<file path="src/osd_defines.svh">
// Register indices, field positions, reset values and timing counts
`ifndef OSD_DEFINES_SVH
`define OSD_DEFINES_SVH

`define OSD_ADDR_W 5
`define OSD_DATA_W 8

`define OSD_IDX_PROTECT 5'h00
`define OSD_IDX_DETECT 5'h01
`define OSD_IDX_SYSCLK_A 5'h02
`define OSD_IDX_SYSCLK_B 5'h03
`define OSD_IDX_PLL 5'h04
`define OSD_IDX_PCLK_SEL 5'h05
`define OSD_IDX_PMODE_A 5'h06
`define OSD_IDX_PMODE_B 5'h07
`define OSD_IDX_PMODE_C 5'h08
`define OSD_IDX_TB2_SPEC 5'h09
`define OSD_IDX_INV_A 5'h0a
`define OSD_IDX_INV_B 5'h0b
`define OSD_IDX_PORT9_DIR 5'h0c
`define OSD_IDX_SER3 5'h0d
`define OSD_IDX_SER4 5'h0e
`define OSD_IDX_VDET_B 5'h0f
`define OSD_IDX_LV_IRQ 5'h10
`define OSD_IDX_LAST 5'h10

`define OSD_PRT_CLOCK 0
`define OSD_PRT_MODE 1
`define OSD_PRT_PORTSER 2
`define OSD_PRT_VOLT 3

`define OSD_DET_ENABLE 0
`define OSD_DET_SRC_SEL 1
`define OSD_DET_FLAG 2
`define OSD_DET_HALTED 3
`define OSD_DET_ACTION 7

`define OSD_SCA_WAIT_GATE 2
`define OSD_SCA_MAIN_DIS 5
`define OSD_SCA_SUB_SEL 7
`define OSD_SCB_PLL_SEL 1
`define OSD_PMC_CLK_LOCK 1

`define OSD_SCA_LOCK_MASK 8'ha4
`define OSD_SCB_LOCK_MASK 8'h03
`define OSD_PLL_LOCK_MASK 8'hff

`define OSD_RST_PROTECT 8'h00
`define OSD_RST_DETECT 8'h00
`define OSD_RST_GP 8'h00

`define OSD_CLK_PERIOD_NS 10
`define OSD_STOP_TIME_NS 1000
`define OSD_STOP_CYCLES ((`OSD_STOP_TIME_NS + `OSD_CLK_PERIOD_NS - 1) / `OSD_CLK_PERIOD_NS)

`endif

</file>
<file path="src/osd_pkg.sv">
// Types shared by the oscillation monitor and protect block
package osd_pkg;
  typedef enum logic [1:0] {
    OSD_RUN = 2'b01,
    OSD_HALT = 2'b10
  } osd_state_type;

  typedef enum logic [3:0] {
    OSD_SRC_MAIN = 4'b0001,
    OSD_SRC_PLL = 4'b0010,
    OSD_SRC_ONCHIP = 4'b0100,
    OSD_SRC_SUB = 4'b1000
  } osd_src_type;
endpackage

</file>
<file path="src/osd_mon_if.sv">
// Event link between the clock monitor and the control block
`timescale 1ns/100ps
`default_nettype none
interface osd_mon_if;
  logic stop_evt;
  logic reosc_evt;
  logic stopped;
  modport mon (output stop_evt, output reosc_evt, output stopped);
  modport ctl (input stop_evt, input reosc_evt, input stopped);
endinterface
`default_nettype wire

</file>
<file path="src/osd_clk_mon.sv">
// Main oscillator activity monitor: stop and restart events
`include "osd_defines.svh"
`timescale 1ns/100ps
`default_nettype none
module osd_clk_mon #(
  parameter int STOP_CYCLES = `OSD_STOP_CYCLES
) (
  input wire logic sys_clk_i,
  input wire logic nrst_i,
  input wire logic main_osc_input_i,
  osd_mon_if.mon mon
);
  localparam int CW = $clog2(STOP_CYCLES + 1);

  generate
    if (STOP_CYCLES < 2) begin : g_chk
      $error("osd_clk_mon: STOP_CYCLES must be at least 2");
    end
  endgenerate

  logic sync_a;
  logic sync_b;
  logic last;
  logic [CW-1:0] idle_cnt;
  logic stopped;
  logic stop_evt;
  logic reosc_evt;
  logic edge_seen;

  // Pin crosses into sys_clk before anything looks at it
  always_ff @(posedge sys_clk_i or negedge nrst_i) begin
    if (!nrst_i) begin
      sync_a <= 1'b0;
      sync_b <= 1'b0;
      last <= 1'b0;
    end else begin
      sync_a <= main_osc_input_i;
      sync_b <= sync_a;
      last <= sync_b;
    end
  end

  assign edge_seen = sync_b ^ last;

  // window assumes a fast crystal
  // Silence longer than the window means a stopped crystal
  always_ff @(posedge sys_clk_i or negedge nrst_i) begin
    if (!nrst_i) begin
      idle_cnt <= '0;
      stopped <= 1'b0;
      stop_evt <= 1'b0;
      reosc_evt <= 1'b0;
    end else begin
      stop_evt <= 1'b0;
      reosc_evt <= 1'b0;
      if (edge_seen) begin
        idle_cnt <= '0;
        if (stopped) begin
          stopped <= 1'b0;
          reosc_evt <= 1'b1;
        end
      end else if (!stopped) begin
        if (idle_cnt == CW'(STOP_CYCLES - 1)) begin
          stopped <= 1'b1;
          stop_evt <= 1'b1;
          idle_cnt <= '0;
        end else begin
          idle_cnt <= idle_cnt + CW'(1);
        end
      end
    end
  end

  assign mon.stop_evt = stop_evt;
  assign mon.reosc_evt = reosc_evt;
  assign mon.stopped = stopped;
endmodule
`default_nettype wire

</file>
<file path="src/osd_wp_top.sv">
// Oscillation stop detection and register write protection
//
// Functional notes
// On a clock event, action select 0 forces reset, 1 raises interrupt.
// Detection works only while the detection enable bit is 1.
// Detection valid at 2 MHz and above; below, software keeps enable cleared.
// Enable with action 0 and a stop initializes and halts the device.
// Halted state leaves only through hardware reset.
// Software avoids arming reset mode while the main clock is stopped.
// Stop on main clock source: request, on-chip oscillator, switch, flags set.
// Stop on PLL source: request and flags set, source select unchanged.
// With PLL source, handler sets source select itself.
// Restart: request, detect flag set, halted flag cleared, source unchanged.
// Shared vector; software reads detect flag to find the requester.
// Detect flag set with request; blocks further requests until written 0.
// Stop in low-speed mode: CPU stays on sub clock, peripherals move on-chip.
// Software switches back to the main clock after restart.
// Software clears the wait peripheral gate before wait with detection.
// Software clears enable before deliberately stopping or starting main clock.
// Clock unlock bit gates writes to clock, PLL and peripheral clock registers.
// Mode unlock bit gates processor mode, timer B2 and inverter registers.
// Port and serial unlock bit gates port 9 direction and serial controls.
// Voltage unlock bit gates voltage detect and low-voltage interrupt registers.
// Port and serial unlock clears on next write; others only by software.
// Software writes port and serial registers right after unlocking.
// Clock change lock blocks writes to enable and clock selection bits.
// Reset leaves all unlock bits cleared and detection disabled.
`include "osd_defines.svh"
`timescale 1ns/100ps
`default_nettype none
module osd_wp_top #(
  parameter int STOP_CYCLES = `OSD_STOP_CYCLES
) (
  input wire logic sys_clk_i,
  input wire logic nrst_i,
  input wire logic main_osc_input_i,
  input wire logic [`OSD_ADDR_W-1:0] addr_i,
  input wire logic [`OSD_DATA_W-1:0] wdata_i,
  input wire logic wr_i,
  input wire logic rd_i,
  output logic [`OSD_DATA_W-1:0] rdata_o,
  output logic osc_irq_o,
  output logic osc_stop_reset_o,
  output logic onchip_osc_en_o,
  output logic [3:0] cpu_clk_src_o,
  output logic periph_clk_onchip_o,
  output logic main_clock_disable_o,
  output logic wait_peripheral_clock_gate_o
);
  localparam int NGP = 15;
  localparam int DW = `OSD_DATA_W;

  osd_mon_if mon_if ();

  osd_clk_mon #(
    .STOP_CYCLES(STOP_CYCLES)
  ) u_mon (
    .sys_clk_i(sys_clk_i),
    .nrst_i(nrst_i),
    .main_osc_input_i(main_osc_input_i),
    .mon(mon_if)
  );

  osd_pkg::osd_state_type state;
  logic [DW-1:0] write_protect_reg;
  logic [DW-1:0] osc_detect_control_reg;
  logic [DW-1:0] gp [NGP];

  // Unlock bit guarding a register index; -1 for unguarded
  function automatic int prot_group(input logic [`OSD_ADDR_W-1:0] idx);
    case (idx)
      `OSD_IDX_DETECT, `OSD_IDX_SYSCLK_A, `OSD_IDX_SYSCLK_B,
      `OSD_IDX_PLL, `OSD_IDX_PCLK_SEL: prot_group = `OSD_PRT_CLOCK;
      `OSD_IDX_PMODE_A, `OSD_IDX_PMODE_B, `OSD_IDX_PMODE_C,
      `OSD_IDX_TB2_SPEC, `OSD_IDX_INV_A, `OSD_IDX_INV_B: prot_group = `OSD_PRT_MODE;
      `OSD_IDX_PORT9_DIR, `OSD_IDX_SER3, `OSD_IDX_SER4: prot_group = `OSD_PRT_PORTSER;
      `OSD_IDX_VDET_B, `OSD_IDX_LV_IRQ: prot_group = `OSD_PRT_VOLT;
      default: prot_group = -1;
    endcase
  endfunction

  function automatic logic [DW-1:0] merge(input logic [DW-1:0] old_v,
                                          input logic [DW-1:0] new_v,
                                          input logic [DW-1:0] keep);
    merge = (old_v & keep) | (new_v & ~keep);
  endfunction

  logic halted_now;
  logic wr_ok;
  logic clk_lock;
  logic det_en;
  logic act_irq;
  logic flag;
  logic sub_mode;
  logic pll_mode;
  logic src_sel;
  logic stop_hit;
  logic reosc_hit;
  int grp;

  assign halted_now = (state == osd_pkg::OSD_HALT);
  assign clk_lock = gp[`OSD_IDX_PMODE_C - 2][`OSD_PMC_CLK_LOCK];
  assign det_en = osc_detect_control_reg[`OSD_DET_ENABLE];
  assign act_irq = osc_detect_control_reg[`OSD_DET_ACTION];
  assign flag = osc_detect_control_reg[`OSD_DET_FLAG];
  assign src_sel = osc_detect_control_reg[`OSD_DET_SRC_SEL];
  assign sub_mode = gp[`OSD_IDX_SYSCLK_A - 2][`OSD_SCA_SUB_SEL];
  assign pll_mode = gp[`OSD_IDX_SYSCLK_B - 2][`OSD_SCB_PLL_SEL];

  // events count only while enabled
  assign stop_hit = det_en && mon_if.stop_evt;
  assign reosc_hit = det_en && mon_if.reosc_evt;

  // R18: R19: R20: unlock bit per register group
  always_comb begin
    grp = prot_group(addr_i);
    if (grp < 0) begin
      wr_ok = wr_i && !halted_now;
    end else begin
      wr_ok = wr_i && !halted_now && write_protect_reg[grp[1:0]];
    end
  end

  // R4: R5: reset mode halts until hardware reset
  always_ff @(posedge sys_clk_i or negedge nrst_i) begin
    if (!nrst_i) begin
      state <= osd_pkg::OSD_RUN;
    end else begin
      case (state)
        osd_pkg::OSD_RUN: begin
          if ((stop_hit || reosc_hit) && !act_irq) begin
            state <= osd_pkg::OSD_HALT;
          end
        end
        osd_pkg::OSD_HALT: state <= osd_pkg::OSD_HALT;
        default: state <= osd_pkg::OSD_RUN;
      endcase
    end
  end

  // reset leaves every group locked
  always_ff @(posedge sys_clk_i or negedge nrst_i) begin
    if (!nrst_i) begin
      write_protect_reg <= `OSD_RST_PROTECT;
    end else if (halted_now) begin
      write_protect_reg <= `OSD_RST_PROTECT;
    end else if (wr_i && addr_i == `OSD_IDX_PROTECT) begin
      write_protect_reg <= {4'h0, wdata_i[3:0]};
    end else if (wr_i) begin
      // port and serial unlock spent by the next write
      write_protect_reg[`OSD_PRT_PORTSER] <= 1'b0;
    end
  end

  // Protected general storage, re-initialized while halted
  always_ff @(posedge sys_clk_i or negedge nrst_i) begin
    if (!nrst_i) begin
      for (int i = 0; i < NGP; i++) begin
        gp[i] <= `OSD_RST_GP;
      end
    end else if (halted_now) begin
      for (int i = 0; i < NGP; i++) begin
        gp[i] <= `OSD_RST_GP;
      end
    end else if (wr_ok && addr_i >= `OSD_IDX_SYSCLK_A && addr_i <= `OSD_IDX_LAST) begin
      case (addr_i)
        // clock change lock freezes selection bits
        `OSD_IDX_SYSCLK_A: begin
          gp[addr_i - 2] <= merge(gp[addr_i - 2], wdata_i,
                                  clk_lock ? `OSD_SCA_LOCK_MASK : 8'h00);
        end
        `OSD_IDX_SYSCLK_B: begin
          gp[addr_i - 2] <= merge(gp[addr_i - 2], wdata_i,
                                  clk_lock ? `OSD_SCB_LOCK_MASK : 8'h00);
        end
        `OSD_IDX_PLL: begin
          gp[addr_i - 2] <= merge(gp[addr_i - 2], wdata_i,
                                  clk_lock ? `OSD_PLL_LOCK_MASK : 8'h00);
        end
        default: gp[addr_i - 2] <= wdata_i;
      endcase
    end
  end

  // Detection control and status; hardware set wins over software clear
  always_ff @(posedge sys_clk_i or negedge nrst_i) begin
    if (!nrst_i) begin
      osc_detect_control_reg <= `OSD_RST_DETECT;
    end else if (halted_now) begin
      osc_detect_control_reg <= `OSD_RST_DETECT;
    end else begin
      if (wr_ok && addr_i == `OSD_IDX_DETECT) begin
        // enable frozen under clock change lock
        if (!clk_lock) begin
          osc_detect_control_reg[`OSD_DET_ENABLE] <= wdata_i[`OSD_DET_ENABLE];
        end
        osc_detect_control_reg[`OSD_DET_SRC_SEL] <= wdata_i[`OSD_DET_SRC_SEL];
        osc_detect_control_reg[`OSD_DET_ACTION] <= wdata_i[`OSD_DET_ACTION];
        // writing 0 re-arms the request
        if (!wdata_i[`OSD_DET_FLAG]) begin
          osc_detect_control_reg[`OSD_DET_FLAG] <= 1'b0;
        end
      end
      if (act_irq && stop_hit) begin
        // R8: flags set on stop
        osc_detect_control_reg[`OSD_DET_FLAG] <= 1'b1;
        osc_detect_control_reg[`OSD_DET_HALTED] <= 1'b1;
        // R8: R13: only a main-clock CPU switches source
        if (!pll_mode && !sub_mode) begin
          osc_detect_control_reg[`OSD_DET_SRC_SEL] <= 1'b1;
        end
      end
      if (act_irq && reosc_hit) begin
        // restart clears halted, keeps source
        osc_detect_control_reg[`OSD_DET_FLAG] <= 1'b1;
        osc_detect_control_reg[`OSD_DET_HALTED] <= 1'b0;
      end
    end
  end

  // one request per armed flag
  always_ff @(posedge sys_clk_i or negedge nrst_i) begin
    if (!nrst_i) begin
      osc_irq_o <= 1'b0;
    end else begin
      osc_irq_o <= act_irq && !flag && !halted_now && (stop_hit || reosc_hit);
    end
  end

  // halt indication held until hardware reset
  always_ff @(posedge sys_clk_i or negedge nrst_i) begin
    if (!nrst_i) begin
      osc_stop_reset_o <= 1'b0;
    end else begin
      osc_stop_reset_o <= halted_now || ((stop_hit || reosc_hit) && !act_irq);
    end
  end

  // Clock routing follows register state one cycle later
  always_ff @(posedge sys_clk_i or negedge nrst_i) begin
    if (!nrst_i) begin
      cpu_clk_src_o <= osd_pkg::OSD_SRC_MAIN;
      onchip_osc_en_o <= 1'b0;
      periph_clk_onchip_o <= 1'b0;
      main_clock_disable_o <= 1'b0;
      wait_peripheral_clock_gate_o <= 1'b0;
    end else begin
      // sub clock keeps the CPU
      if (sub_mode) begin
        cpu_clk_src_o <= osd_pkg::OSD_SRC_SUB;
      end else if (src_sel) begin
        cpu_clk_src_o <= osd_pkg::OSD_SRC_ONCHIP;
      end else if (pll_mode) begin
        cpu_clk_src_o <= osd_pkg::OSD_SRC_PLL;
      end else begin
        cpu_clk_src_o <= osd_pkg::OSD_SRC_MAIN;
      end
      // R13: on-chip oscillator runs while needed
      onchip_osc_en_o <= src_sel || osc_detect_control_reg[`OSD_DET_HALTED];
      periph_clk_onchip_o <= src_sel || (sub_mode && osc_detect_control_reg[`OSD_DET_HALTED]);
      main_clock_disable_o <= gp[`OSD_IDX_SYSCLK_A - 2][`OSD_SCA_MAIN_DIS];
      wait_peripheral_clock_gate_o <= gp[`OSD_IDX_SYSCLK_A - 2][`OSD_SCA_WAIT_GATE];
    end
  end

  // Read data stands the cycle after the strobe; unmapped reads 0
  always_ff @(posedge sys_clk_i or negedge nrst_i) begin
    if (!nrst_i) begin
      rdata_o <= '0;
    end else if (rd_i) begin
      if (addr_i == `OSD_IDX_PROTECT) begin
        rdata_o <= write_protect_reg;
      end else if (addr_i == `OSD_IDX_DETECT) begin
        // flag visible for source identification
        rdata_o <= osc_detect_control_reg;
      end else if (addr_i <= `OSD_IDX_LAST) begin
        rdata_o <= gp[addr_i - 2];
      end else begin
        rdata_o <= '0;
      end
    end else begin
      rdata_o <= '0;
    end
  end
endmodule
`default_nettype wire

</file>
<file path="config.mk">
export PLATFORM = sky130hd
export DESIGN_NAME = osd_wp_top
export DESIGN_NICKNAME = d
export VERILOG_FILES = /design/src/osd_pkg.sv /design/src/osd_mon_if.sv /design/src/osd_clk_mon.sv /design/src/osd_wp_top.sv
export VERILOG_INCLUDE_DIRS = /design/src /design/src/src
export SDC_FILE = /design/constraint.sdc
export NUM_CORES = 1
export LEC_CHECK = 0
export ABC_AREA = 1
export BUFFER_PORTS_ARGS = -buffer_cell sky130_fd_sc_hd__buf_2
export CAP_MARGIN = 25
export CORE_UTILIZATION = 35
export CTS_CLUSTER_SIZE = 20
export DETAILED_ROUTE_END_ITERATION = 6
export PLACE_DENSITY_LB_ADDON = 0.1
export SYNTH_ARGS = -nofsm -noshare
export SYNTH_HDL_FRONTEND = slang
export SYNTH_SLANG_ARGS = --single-unit
</file>
<file path="constraint.sdc">
create_clock -name sys_clk_i -period 1.7 [get_ports sys_clk_i]
set_input_delay 0.085 -clock sys_clk_i [delete_from_list [all_inputs] [get_ports sys_clk_i]]
set_output_delay 0.085 -clock sys_clk_i [all_outputs]
set_load 0.02 [all_outputs]
</file>
### Word level (Yosys, flattened, before mapping)

Memories as Yosys holds them, arrays and structs flattened.
Cells that the tools add are included.

| cells by class | value |
|---|---|
| mux-type cells | 51 |
| reduce and logical (&&, ||, !) cells | 35 |
| $add $sub $neg | 2 |
| bitwise logic cells | 14 |
| order comparisons | 6 |
| equality and inequality tests | 11 |

Operator list:

| kind | count |
|---|---|
| $bwmux W120 | 4 |
| $pmux W120 S3 | 1 |
| $mux W120 | 2 |
| $mux W8 | 10 |
| $and A8 B8 Y8 | 5 |
| $ge A33 B5 Y1 const B | 1 |
| $lt A33 B1 Y1 const B | 1 |
| $not A32 Y33 | 1 |
| $bmux W8 S4 | 1 |
| $demux W8 S4 | 1 |
| $lt A32 B1 Y1 const B | 1 |
| $or A8 B8 Y8 | 3 |
| $mux W7 | 3 |
| $logic_and A1 B1 Y1 | 17 |
| $mux W1 | 16 |
| $not A8 Y8 | 2 |
| $eq A5 B2 Y1 const B | 2 |
| $mux W2 | 5 |
| $mux W3 | 3 |
| $and A8 B2 Y8 | 1 |
| $mux W4 | 2 |
| $not A2 Y8 | 1 |
| $add A7 B1 Y7 const B | 1 |
| $eq A7 B7 Y1 const B | 1 |
| 22 further kinds | 34 |

| word-level totals | value |
|---|---|
| output and inout port bits | 18 |
| word-level logic and storage cells | 158 |
| flip-flop bits (word level) | 166 |
| ROM bits | 1024 |
| input port bits | 18 |
| memories kept | 1 |

Memory list:

| name | depth | width | read ports | clocked after Yosys merged registers in | write ports | line | text |
|---|---|---|---|---|---|---|---|
| (name not given) | 32 | 32 | 1 | 0 | 0 | osd_wp_top.sv:71 | `case (idx)` |

### Logic depth before layout (Yosys ltp)

Gate-level depths: netlist (run 1).

| depth | value |
|---|---|
| depth in word-level cells | 11 |
| depth in mapped cells | 18 |
| mapped depth without buffers | 15 |

### Cells and area by module

From an unflattened synthesis (run 1), not the netlist that was laid out.

| second synthesis, totals | value |
|---|---|
| cells, all modules | 1512 |
| area, all modules | 9805.7 sq um |

Modules (own cells, without submodules):

| module | instances | cells each | area each (sq um) | sequential area each (sq um) |
|---|---|---|---|---|
| osd_wp_top | 1 | 1434 | 9152.5 | 3731.1 |
| osd_clk_mon | 1 | 78 | 653.1 | 325.3 |

### Least setup slack after synthesis (run 1)

No wires, ideal clock.

| path | value |
|---|---|
| kind | input-to-reg |
| start point | input addr_i[1] |
| end point | register gp[85] (netlist bit) |
| buffers on the path | 4 |
| data required time | 1.583 ns |
| slack | -0.412 ns |
| cell stages on the path | 17 |
| setup time | 0.117 ns |
| data arrival time | 1.995 ns |
| cell sequence | buf_4 inv_1 clkbuf_1 ha_1 nand2_1 nand2_1 inv_2 nor2_2 buf_4 inv_1 nor2_1 buf_2 nand3_1 nand2_1 nand2_1 nand2_1 nand2_1 |

| between the ends | value |
|---|---|
| longest elaborated chain between the ends | 11 |
| elaborated cells on any way between the ends | 37 |
| those cells by class | 1 x add/sub; 5 x order compare; 3 x eq/ne; 15 x mux; 7 x bitwise; 5 x reduce/logical; 1 x memory |

RTL lines:

| item | line | text |
|---|---|---|
| start, declared | osd_wp_top.sv:37 | `` input wire logic [`OSD_ADDR_W-1:0] addr_i, `` |
| branches (longest 11 deep; another with $ge A33 B5 Y1) | - |  |
| end signal, assigned by index | osd_wp_top.sv:163 | `` gp[i] <= `OSD_RST_GP; `` |
| end signal, assigned by index | osd_wp_top.sv:169 | `gp[addr_i - 2] <= merge(gp[addr_i - 2], wdata_i,` |
| end signal, assigned by index | osd_wp_top.sv:177 | `gp[addr_i - 2] <= merge(gp[addr_i - 2], wdata_i,` |
| end, declared | osd_wp_top.sv:67 | `logic [DW-1:0] gp [NGP];` |

Several ways; the timed one is not identified. The select of a mux whose other input is x is not followed.
A chain may end at the register's enable or synchronous reset.

### Worst setup path in the final report (run 1)

| path | value |
|---|---|
| start point | register state[0] |
| end point | register gp[36] (netlist bit) |

| between the ends | value |
|---|---|
| longest elaborated chain between the ends | 8 |
| elaborated cells on any way between the ends | 9 |
| those cells by class | 1 x eq/ne; 2 x mux; 6 x reduce/logical |

RTL lines:

| item | line | text |
|---|---|---|
| start, declared | osd_wp_top.sv:64 | `osd_pkg::osd_state_type state;` |
| start signal, assigned | osd_wp_top.sv:127 | `state <= osd_pkg::OSD_RUN;` |
| start signal, assigned | osd_wp_top.sv:132 | `state <= osd_pkg::OSD_HALT;` |
| start signal, assigned | osd_wp_top.sv:135 | `osd_pkg::OSD_HALT: state <= osd_pkg::OSD_HALT;` |
| $eq A2 B2 Y1 (*) | osd_wp_top.sv:101 | `assign halted_now = (state == osd_pkg::OSD_HALT);` |
| $logic_not A1 Y1 | osd_wp_top.sv:118, osd_wp_top.sv:120 |  |
| $logic_and A1 B1 Y1 | osd_wp_top.sv:118, osd_wp_top.sv:120 |  |
| $logic_and A1 B1 Y1 | osd_wp_top.sv:120 | `wr_ok = wr_i && !halted_now && write_protect_reg[grp[1:0]];` |
| $mux W1 | osd_wp_top.sv:117 | `if (grp < 0) begin` |
| $logic_and A1 B1 Y1 (no line) (2 in a row) | - |  |
| $reduce_bool A2 Y1 (no line) | - |  |
| end signal, assigned by index | osd_wp_top.sv:159 | `` gp[i] <= `OSD_RST_GP; `` |
| end signal, assigned by index | osd_wp_top.sv:163 |  |
| end signal, assigned by index | osd_wp_top.sv:169 |  |

Mark *: on every way between the ends. The rest lies on a longest branch, timed or not.

==> impl_metrics.py, run 1 <==
metrics = {
    "run_status": {
        "violations": "negative setup slack",
        "status": "finished with violations",
    },
    "placement": {
        "dp.cells": 1875,
        "globalplace.congestion": 0.898,
        "placed_cell_area_mm2": 0.0113,
        "dp_hpwl_mm": 23.8,
        "pre_cts_ws_ns": -0.272,
        "portBuffers": 35,
    },
    "final_layout": {
        "final_nets": 1603,
        "final_util_pct": 47.2,
        "regMostFlops": "gp",
        "largest_register_ffs": 119,
        "antennaDiodeCount": 0,
        "syn_to_final_growth_pct": 32.2,
        "largestRegisters": "gp (119), rdata_o (8), u_mon.idle_cnt (7)",
        "fin_cells": 1934,
        "final_cell_area_mm2": 0.0128,
        "drive_gt1_share_pct": 23.5,
    },
    "critical_path": {
        "rr_startpoint": "state[0]",
        "rr_worst_depth": 8,
        "path_max_fanout": 13,
        "start_kind": "register",
        "r2r-end": "gp[36]",
        "crit_type": "register to register",
        "crit_arrival_ns": 2.06,
        "worstPathRequired_ns": 2.03,
        "rrSetupSlack_ns": -0.03,
        "end_kind": "register",
    },
    "die": {
        "start_util_pct": 35.7,
        "boundaryPins": 36,
        "coreArea_mm2": 0.0270,
        "rows": 60,
        "die_w_um": 168,
        "die_h_um": 168,
        "die_area_mm2": 0.0282,
    },
    "clocking": {
        "insertion_delay_ns": 0.45,
        "clk_path_buf_depth": 2,
        "cts-root-buf": "clkbuf_16",
        "clock-sinks": 162,
        "cts_tree": "done",
        "clk_pin_slew_ns": 0.07,
        "cts_buffers": 17,
        "htreeDepth": 4,
    },
    "yosys": {
        "synthCells": 1422,
        "synthDistinctLibCells": 36,
        "ys.flop_type": "dfrtp_1",
        "seq_area_frac_synth_pct": 42.1,
        "synth_area_leaders": "dfrtp_1, nand2_1, nand3_1",
        "synthTopCellsByCount": "nand2_1, nand3_1, dfrtp_1",
        "synth_edf_count": 0,
        "synth_warnings": 0,
        "netlist_area_mm2": 0.00965,
        "ys_seq_elements": 162,
        "syn_avg_cell_area_um2": 6.78,
        "synthArstFlopShare_pct": 100,
        "synth_top_area_cell": "dfrtp_1",
        "yosysMostFrequentCell": "nand2_1",
        "synth_fp_nets": 1445,
        "synth_top_area_share_pct": 41.5,
    },
    "timing": {
        "worst_hold_slack_ns": 0.0302,
        "rsz0062_at_grt": "true",
        "worst_pin_slew_ns": 0.704,
        "finalSetupViolCount": 36,
        "fin_worst_skew_ns": 0.0141,
        "post-route-period-util_pct": 102,
        "hold_viol": 0,
        "min_period_ns": 1.73,
        "layout_setup_ws_ns": -0.0313,
        "slew_violations": 0,
        "max_freq_mhz": 578,
        "maxSlewHeadroom_pct": 53.0,
    },
    "route": {
        "post_drt_wl_per_cell_um": 18.4,
        "drt_iter0_drc": 692,
        "drc": 0,
        "antenna_left": 0,
        "totalWireLength_mm": 35.5,
        "vias": 9899,
        "drt-vias-per-instance": 5.12,
        "dr.pass1.iters": 5,
    },
    "power": {
        "ir_drop_v": 0.000653,
        "p_per_area_mw_per_mm2": 1130,
        "leakage_uw": 0.00636,
    },
    "worst_hold_path": {
        "hp-class": "input port to register",
        "hold_depth": 3,
        "timing.hold.worst_endpoint": "osc_detect_control_reg[2]",
        "holdCritStartpoint": "wdata_i[2]",
    },
    "grt": {
        "antenna_found_initial": 0,
        "gr-total-overflow": 0,
        "grt_pass1_vias": 9175,
        "grt_pass1_wl_mm": 53.4,
        "track_usage_pct": 24.9,
        "grt_start_max_net_pins": 31,
    },
    "job": {
        "max_cap_violations": 0,
    },
}
## timing repair
item	CTS	global route
pin swaps	0	13
resized for setup	19	125
endpoints found under the setup margin	125	129
hold buffers	5	0
endpoints found under the hold margin	161	0
gates cloned	1	11
setup buffers	2	9
## area by class of cell
class | count | area [µm²]
clock buffer | 19 | 433
inverter | 158 | 602
fill | 2763 | 14300
timing repair buffer | 202 | 1960
clock inverter | 13 | 171
multi-input combinational | 1039 | 5100
tap | 341 | 427
sequential | 162 | 4060
## layout by cell type (no fill, tap or decap), types with 3 or more instances in the layout
| cell | instances |
|---|---|
| dfrtp_1 | 159 |
| o211ai_1 | 4 |
| buf_8 | 3 |
| inv_6 | 3 |
| a21oi_1 | 22 |
| buf_4 | 121 |
| o22ai_1 | 5 |
| ha_1 | 3 |
| nor2_2 | 13 |
| nand2_2 | 20 |
| buf_2 | 34 |
| nor2_4 | 19 |
| dlygate4sd3_1 | 5 |
| nand2_1 | 503 |
| inv_1 | 128 |
| nor2_1 | 73 |
| inv_2 | 27 |
| o21ai_2 | 36 |
| nand3_1 | 173 |
| o21ai_1 | 64 |
| clkinv_4 | 5 |
| inv_8 | 3 |
| buf_12 | 23 |
| buf_6 | 6 |
| o21ai_0 | 59 |
| o21ai_4 | 3 |
| nand3_2 | 12 |
| xor2_1 | 4 |
| clkbuf_16 | 25 |
## metal layers
metal	vias to the layer above	wire length, µm	GRT usage, %
li1	4851	-	-
met1	4766	16700	34.6
met2	233	16700	40.5
met3	49	1240	2.77
met4	0	933	7.42
met5	-	0	0
## worst max-delay path by stage
stage,start,endpoint,slack [ns],cells past startpoint
2_1_floorplan,addr_i[1],gp[100],-0.002,17
3_3_place_gp,addr_i[1],gp[119],-0.27,16
3_5_place_dp,addr_i[1],gp[119],-0.27,15
4_1_cts,state[0],gp[100],-0.04,9
5_1_grt,state[0],gp[58],-0.09,8
6_report,state[0],gp[36],-0.03,8
## report_power, final
part	leakage, µW	total [µW]	internal [µW]	switching (µW)
clock	0.000295	4120	2230	1890
sequential	0.00215	5710	5000	711
combinational	0.00391	4640	1860	2780
## metrics by stage
step                setup TNS, ns  power, µW
CTS                        -0.724      14000
global route                -3.95      15400
finish                     -0.684      14500
detailed placement         -20.49       9810
floorplan                -0.00239       8290
global placement           -18.86       9720
## critical path, cell delays in order (launching register included)
cell and delay, ns:
dfstp_2 0.54, inv_2 0.05, ha_4 0.16, nor2_4 0.14
nand4_4 0.14, buf_12 0.18, nand2_8 0.14, clkbuf_16 0.20
o21ai_1 0.06
## cell families after synthesis
family / after synthesis / share of synthesized area, %
adder cells (fa/ha/maj): 5 / 0.649
XOR/XNOR: 6 / 0.545
buffers and inverters: 222 / 9.99
AO/OA/AOI/OAI: 201 / 10.8
AND/OR/NAND/NOR: 826 / 36.0
flip-flops: 162 / 42.1
(Power assumes the default switching activity.)
==> run 2, diff against run 1 <==
- CORE_UTILIZATION: 35 -> 45
==> run 2 against run 1 <==
Effect of this change:
- total power is 4.3% lower
- largest power group unchanged
- sequential cell count stayed put
- critical path depth is 2 higher
- clock-buffer cell count stayed put
- the flow still finishes with violations (negative setup slack)
- via count hardly changed
- register-to-register slack worse by 0.04 ns
- sequential power is 0.7% lower
- global-route usage is 5.4 points higher
==> impl_metrics.py, run 2 (synthesis results as in run 1) <==
metrics = {
    "run_status": {
        "violations": "negative setup slack",
        "status": "finished with violations",
    },
    "critical_path": {
        "end_kind": "register",
        "path_max_fanout": 13,
        "slowest_stage": "dfstp_2",
        "cpMostUsedCell": "nand2_1",
        "crit_arrival_ns": 2.14,
        "cp_slowest_stage_delay_ns": 0.54,
        "cp_cell_sequence": "inv_2 -> ha_4 -> nor2_4 -> buf_6 -> nand4_4 -> buf_4 -> clkbuf_16 -> nor2_1 -> nand2_1 -> nand2_1",
        "crit_type": "register to register",
        "worstPathRequired_ns": 2.07,
        "start_kind": "register",
    },
    "clocking": {
        "clk_pin_slew_ns": 0.06,
        "cts-root-buf": "clkbuf_16",
        "clk_path_buf_depth": 2,
        "clock-sinks": 162,
        "cts_buffers": 17,
        "insertion_delay_ns": 0.44,
        "cts_tree": "done",
        "htreeDepth": 4,
    },
    "job": {
        "max_cap_violations": 0,
    },
    "route": {
        "drt-vias-per-instance": 5.31,
        "drt_iter0_drc": 798,
        "dr.pass1.iters": 5,
        "drc": 0,
        "post_drt_wl_per_cell_um": 17.6,
        "vias": 9906,
        "antenna_left": 0,
        "totalWireLength_mm": 32.8,
    },
    "placement": {
        "dp_hpwl_mm": 22.0,
        "placed_cell_area_mm2": 0.0111,
        "portBuffers": 35,
        "globalplace.congestion": 0.920,
    },
    "worst_hold_path": {
        "hp-class": "input port to register",
    },
    "grt": {
        "gr-total-overflow": 0,
        "grt_start_max_net_pins": 52,
        "grt_pass1_vias": 9041,
        "antenna_found_initial": 0,
        "grt_pass1_wl_mm": 50.4,
        "track_usage_pct": 30.3,
    },
    "power": {
        "p_seq_share_pct": 41.0,
        "ir_drop_v": 0.000706,
        "switchingPower_uw": 5040,
        "p_sw_share_pct": 36.4,
        "leakage_uw": 0.00625,
        "p_comb_share_pct": 31.2,
        "clock_power_share_pct": 27.8,
        "p_int_uw": 8810,
        "p_per_area_mw_per_mm2": 1120,
    },
    "die": {
        "rows": 53,
        "boundaryPins": 36,
        "coreArea_mm2": 0.0210,
        "start_util_pct": 45.9,
        "die_w_um": 148,
        "die_h_um": 148,
        "die_area_mm2": 0.0220,
    },
    "final_layout": {
        "largest_register_ffs": 119,
        "drive_gt1_share_pct": 19.7,
        "layout_common_cells": "nand2_1, nand3_1, dfrtp_1",
        "fillers": 1926,
        "regMostFlops": "gp",
        "antennaDiodeCount": 0,
        "layout_commonest_cell": "nand2_1",
        "syn_to_final_growth_pct": 27.6,
        "largestRegisters": "gp (119), rdata_o (8), u_mon.idle_cnt (7)",
        "final_cell_area_mm2": 0.0123,
        "final_nets": 1602,
        "final_util_pct": 58.6,
    },
    "timing": {
        "rsz0062_at_grt": "true",
        "max_freq_mhz": 566,
        "tns_ns": -2.77,
        "finalSetupViolCount": 109,
        "fin_worst_skew_ns": 0.0112,
        "layout_setup_ws_ns": -0.0679,
        "post-route-period-util_pct": 104,
        "min_period_ns": 1.77,
        "maxSlewHeadroom_pct": 54.5,
        "slew_violations": 0,
        "hold_viol": 0,
        "worst_hold_slack_ns": 0.0507,
        "worst_pin_slew_ns": 0.682,
    },
}
run 2: cell count changes in the layout (fill, tap and decap cells not counted), sizes merged:
cell,before,now
buf,189,193
clkinv,7,5
bufinv,2,1
clkinvlp,1,4
clkbuf,27,22
run 2: power groups by stage:
stage | registers (µW) | clock network (µW) | logic (µW)
after global routing | 5800 | 4020 | 4870
after CTS | 5650 | 3880 | 4150
after detailed placement | 5720 | 0 | 4030
after global placement | 5690 | 0 | 3920
after floorplan | 5610 | 0 | 2690
final | 5670 | 3850 | 4320
run 2: path summary, 6_finish.rpt:
check	start	endpoint	slack, ns	depth (start not counted)
min in group asynchronous	nrst_i	gp[68]	0.09	2
worst max-delay path	state[0]	gp[104]	-0.07	10
worst min-delay path	wdata_i[3]	gp[67]	0.05	5
worst max register to register	state[0]	gp[104]	-0.07	10
max in group asynchronous	nrst_i	state[0]	0.97	3
worst min register to register	u_mon.sync_a	u_mon.sync_b	0.35	0
run 2: layer usage:
| layer | vias up | part of all wire, % | global-route usage (%) |
|---|---|---|---|
| met4 | 0 | 2.8 | 11.5 |
| met2 | 357 | 46 | 47.1 |
| met5 | - | 0 | 0 |
| met3 | 61 | 6.8 | 5.46 |
| li1 | 4837 | - | - |
| met1 | 4651 | 44 | 41.8 |
run 2: critical path, delay by kind of cell, from the launching register on:
kind | cells | cell delay [ns]
buffers and inverters | 4 | 0.57
DFF | 1 | 0.54
and+or+nand+nor | 5 | 0.43
adders and majority gates | 1 | 0.16
run 2: layout make-up:
class / instances / area, µm² / share of cell area, %
Clock inverter: 13 / 126 / 1.03
Sequential cell: 162 / 4060 / 33.0
Multi-Input combinational cell: 1039 / 4870 / 39.5
Timing Repair Buffer: 201 / 1870 / 15.2
Clock buffer: 19 / 443 / 3.60
Tap cell: 275 / 344 / 2.80
Inverter: 158 / 602 / 4.89
run 2: stage by stage:
stage	total power (µW)	setup slack [ns]	std cells
5_1_grt	14700	-0.116	1867
6_report	13800	-0.0679	1867
3_5_place_dp	9740	-0.275	1805
4_1_cts	13700	-0.0287	1854
2_1_floorplan	8290	-0.00239	1422
3_3_place_gp	9610	-0.242	1805
run 2: repair_timing:
action,4_1_cts,5_1_grt
endpoints found under the setup margin,128,134
gates resized for setup,21,37
cloned,5,4
hold endpoints to repair,167,0
hold buffers,5,0
buffers inserted,7,9
pin swaps,2,4
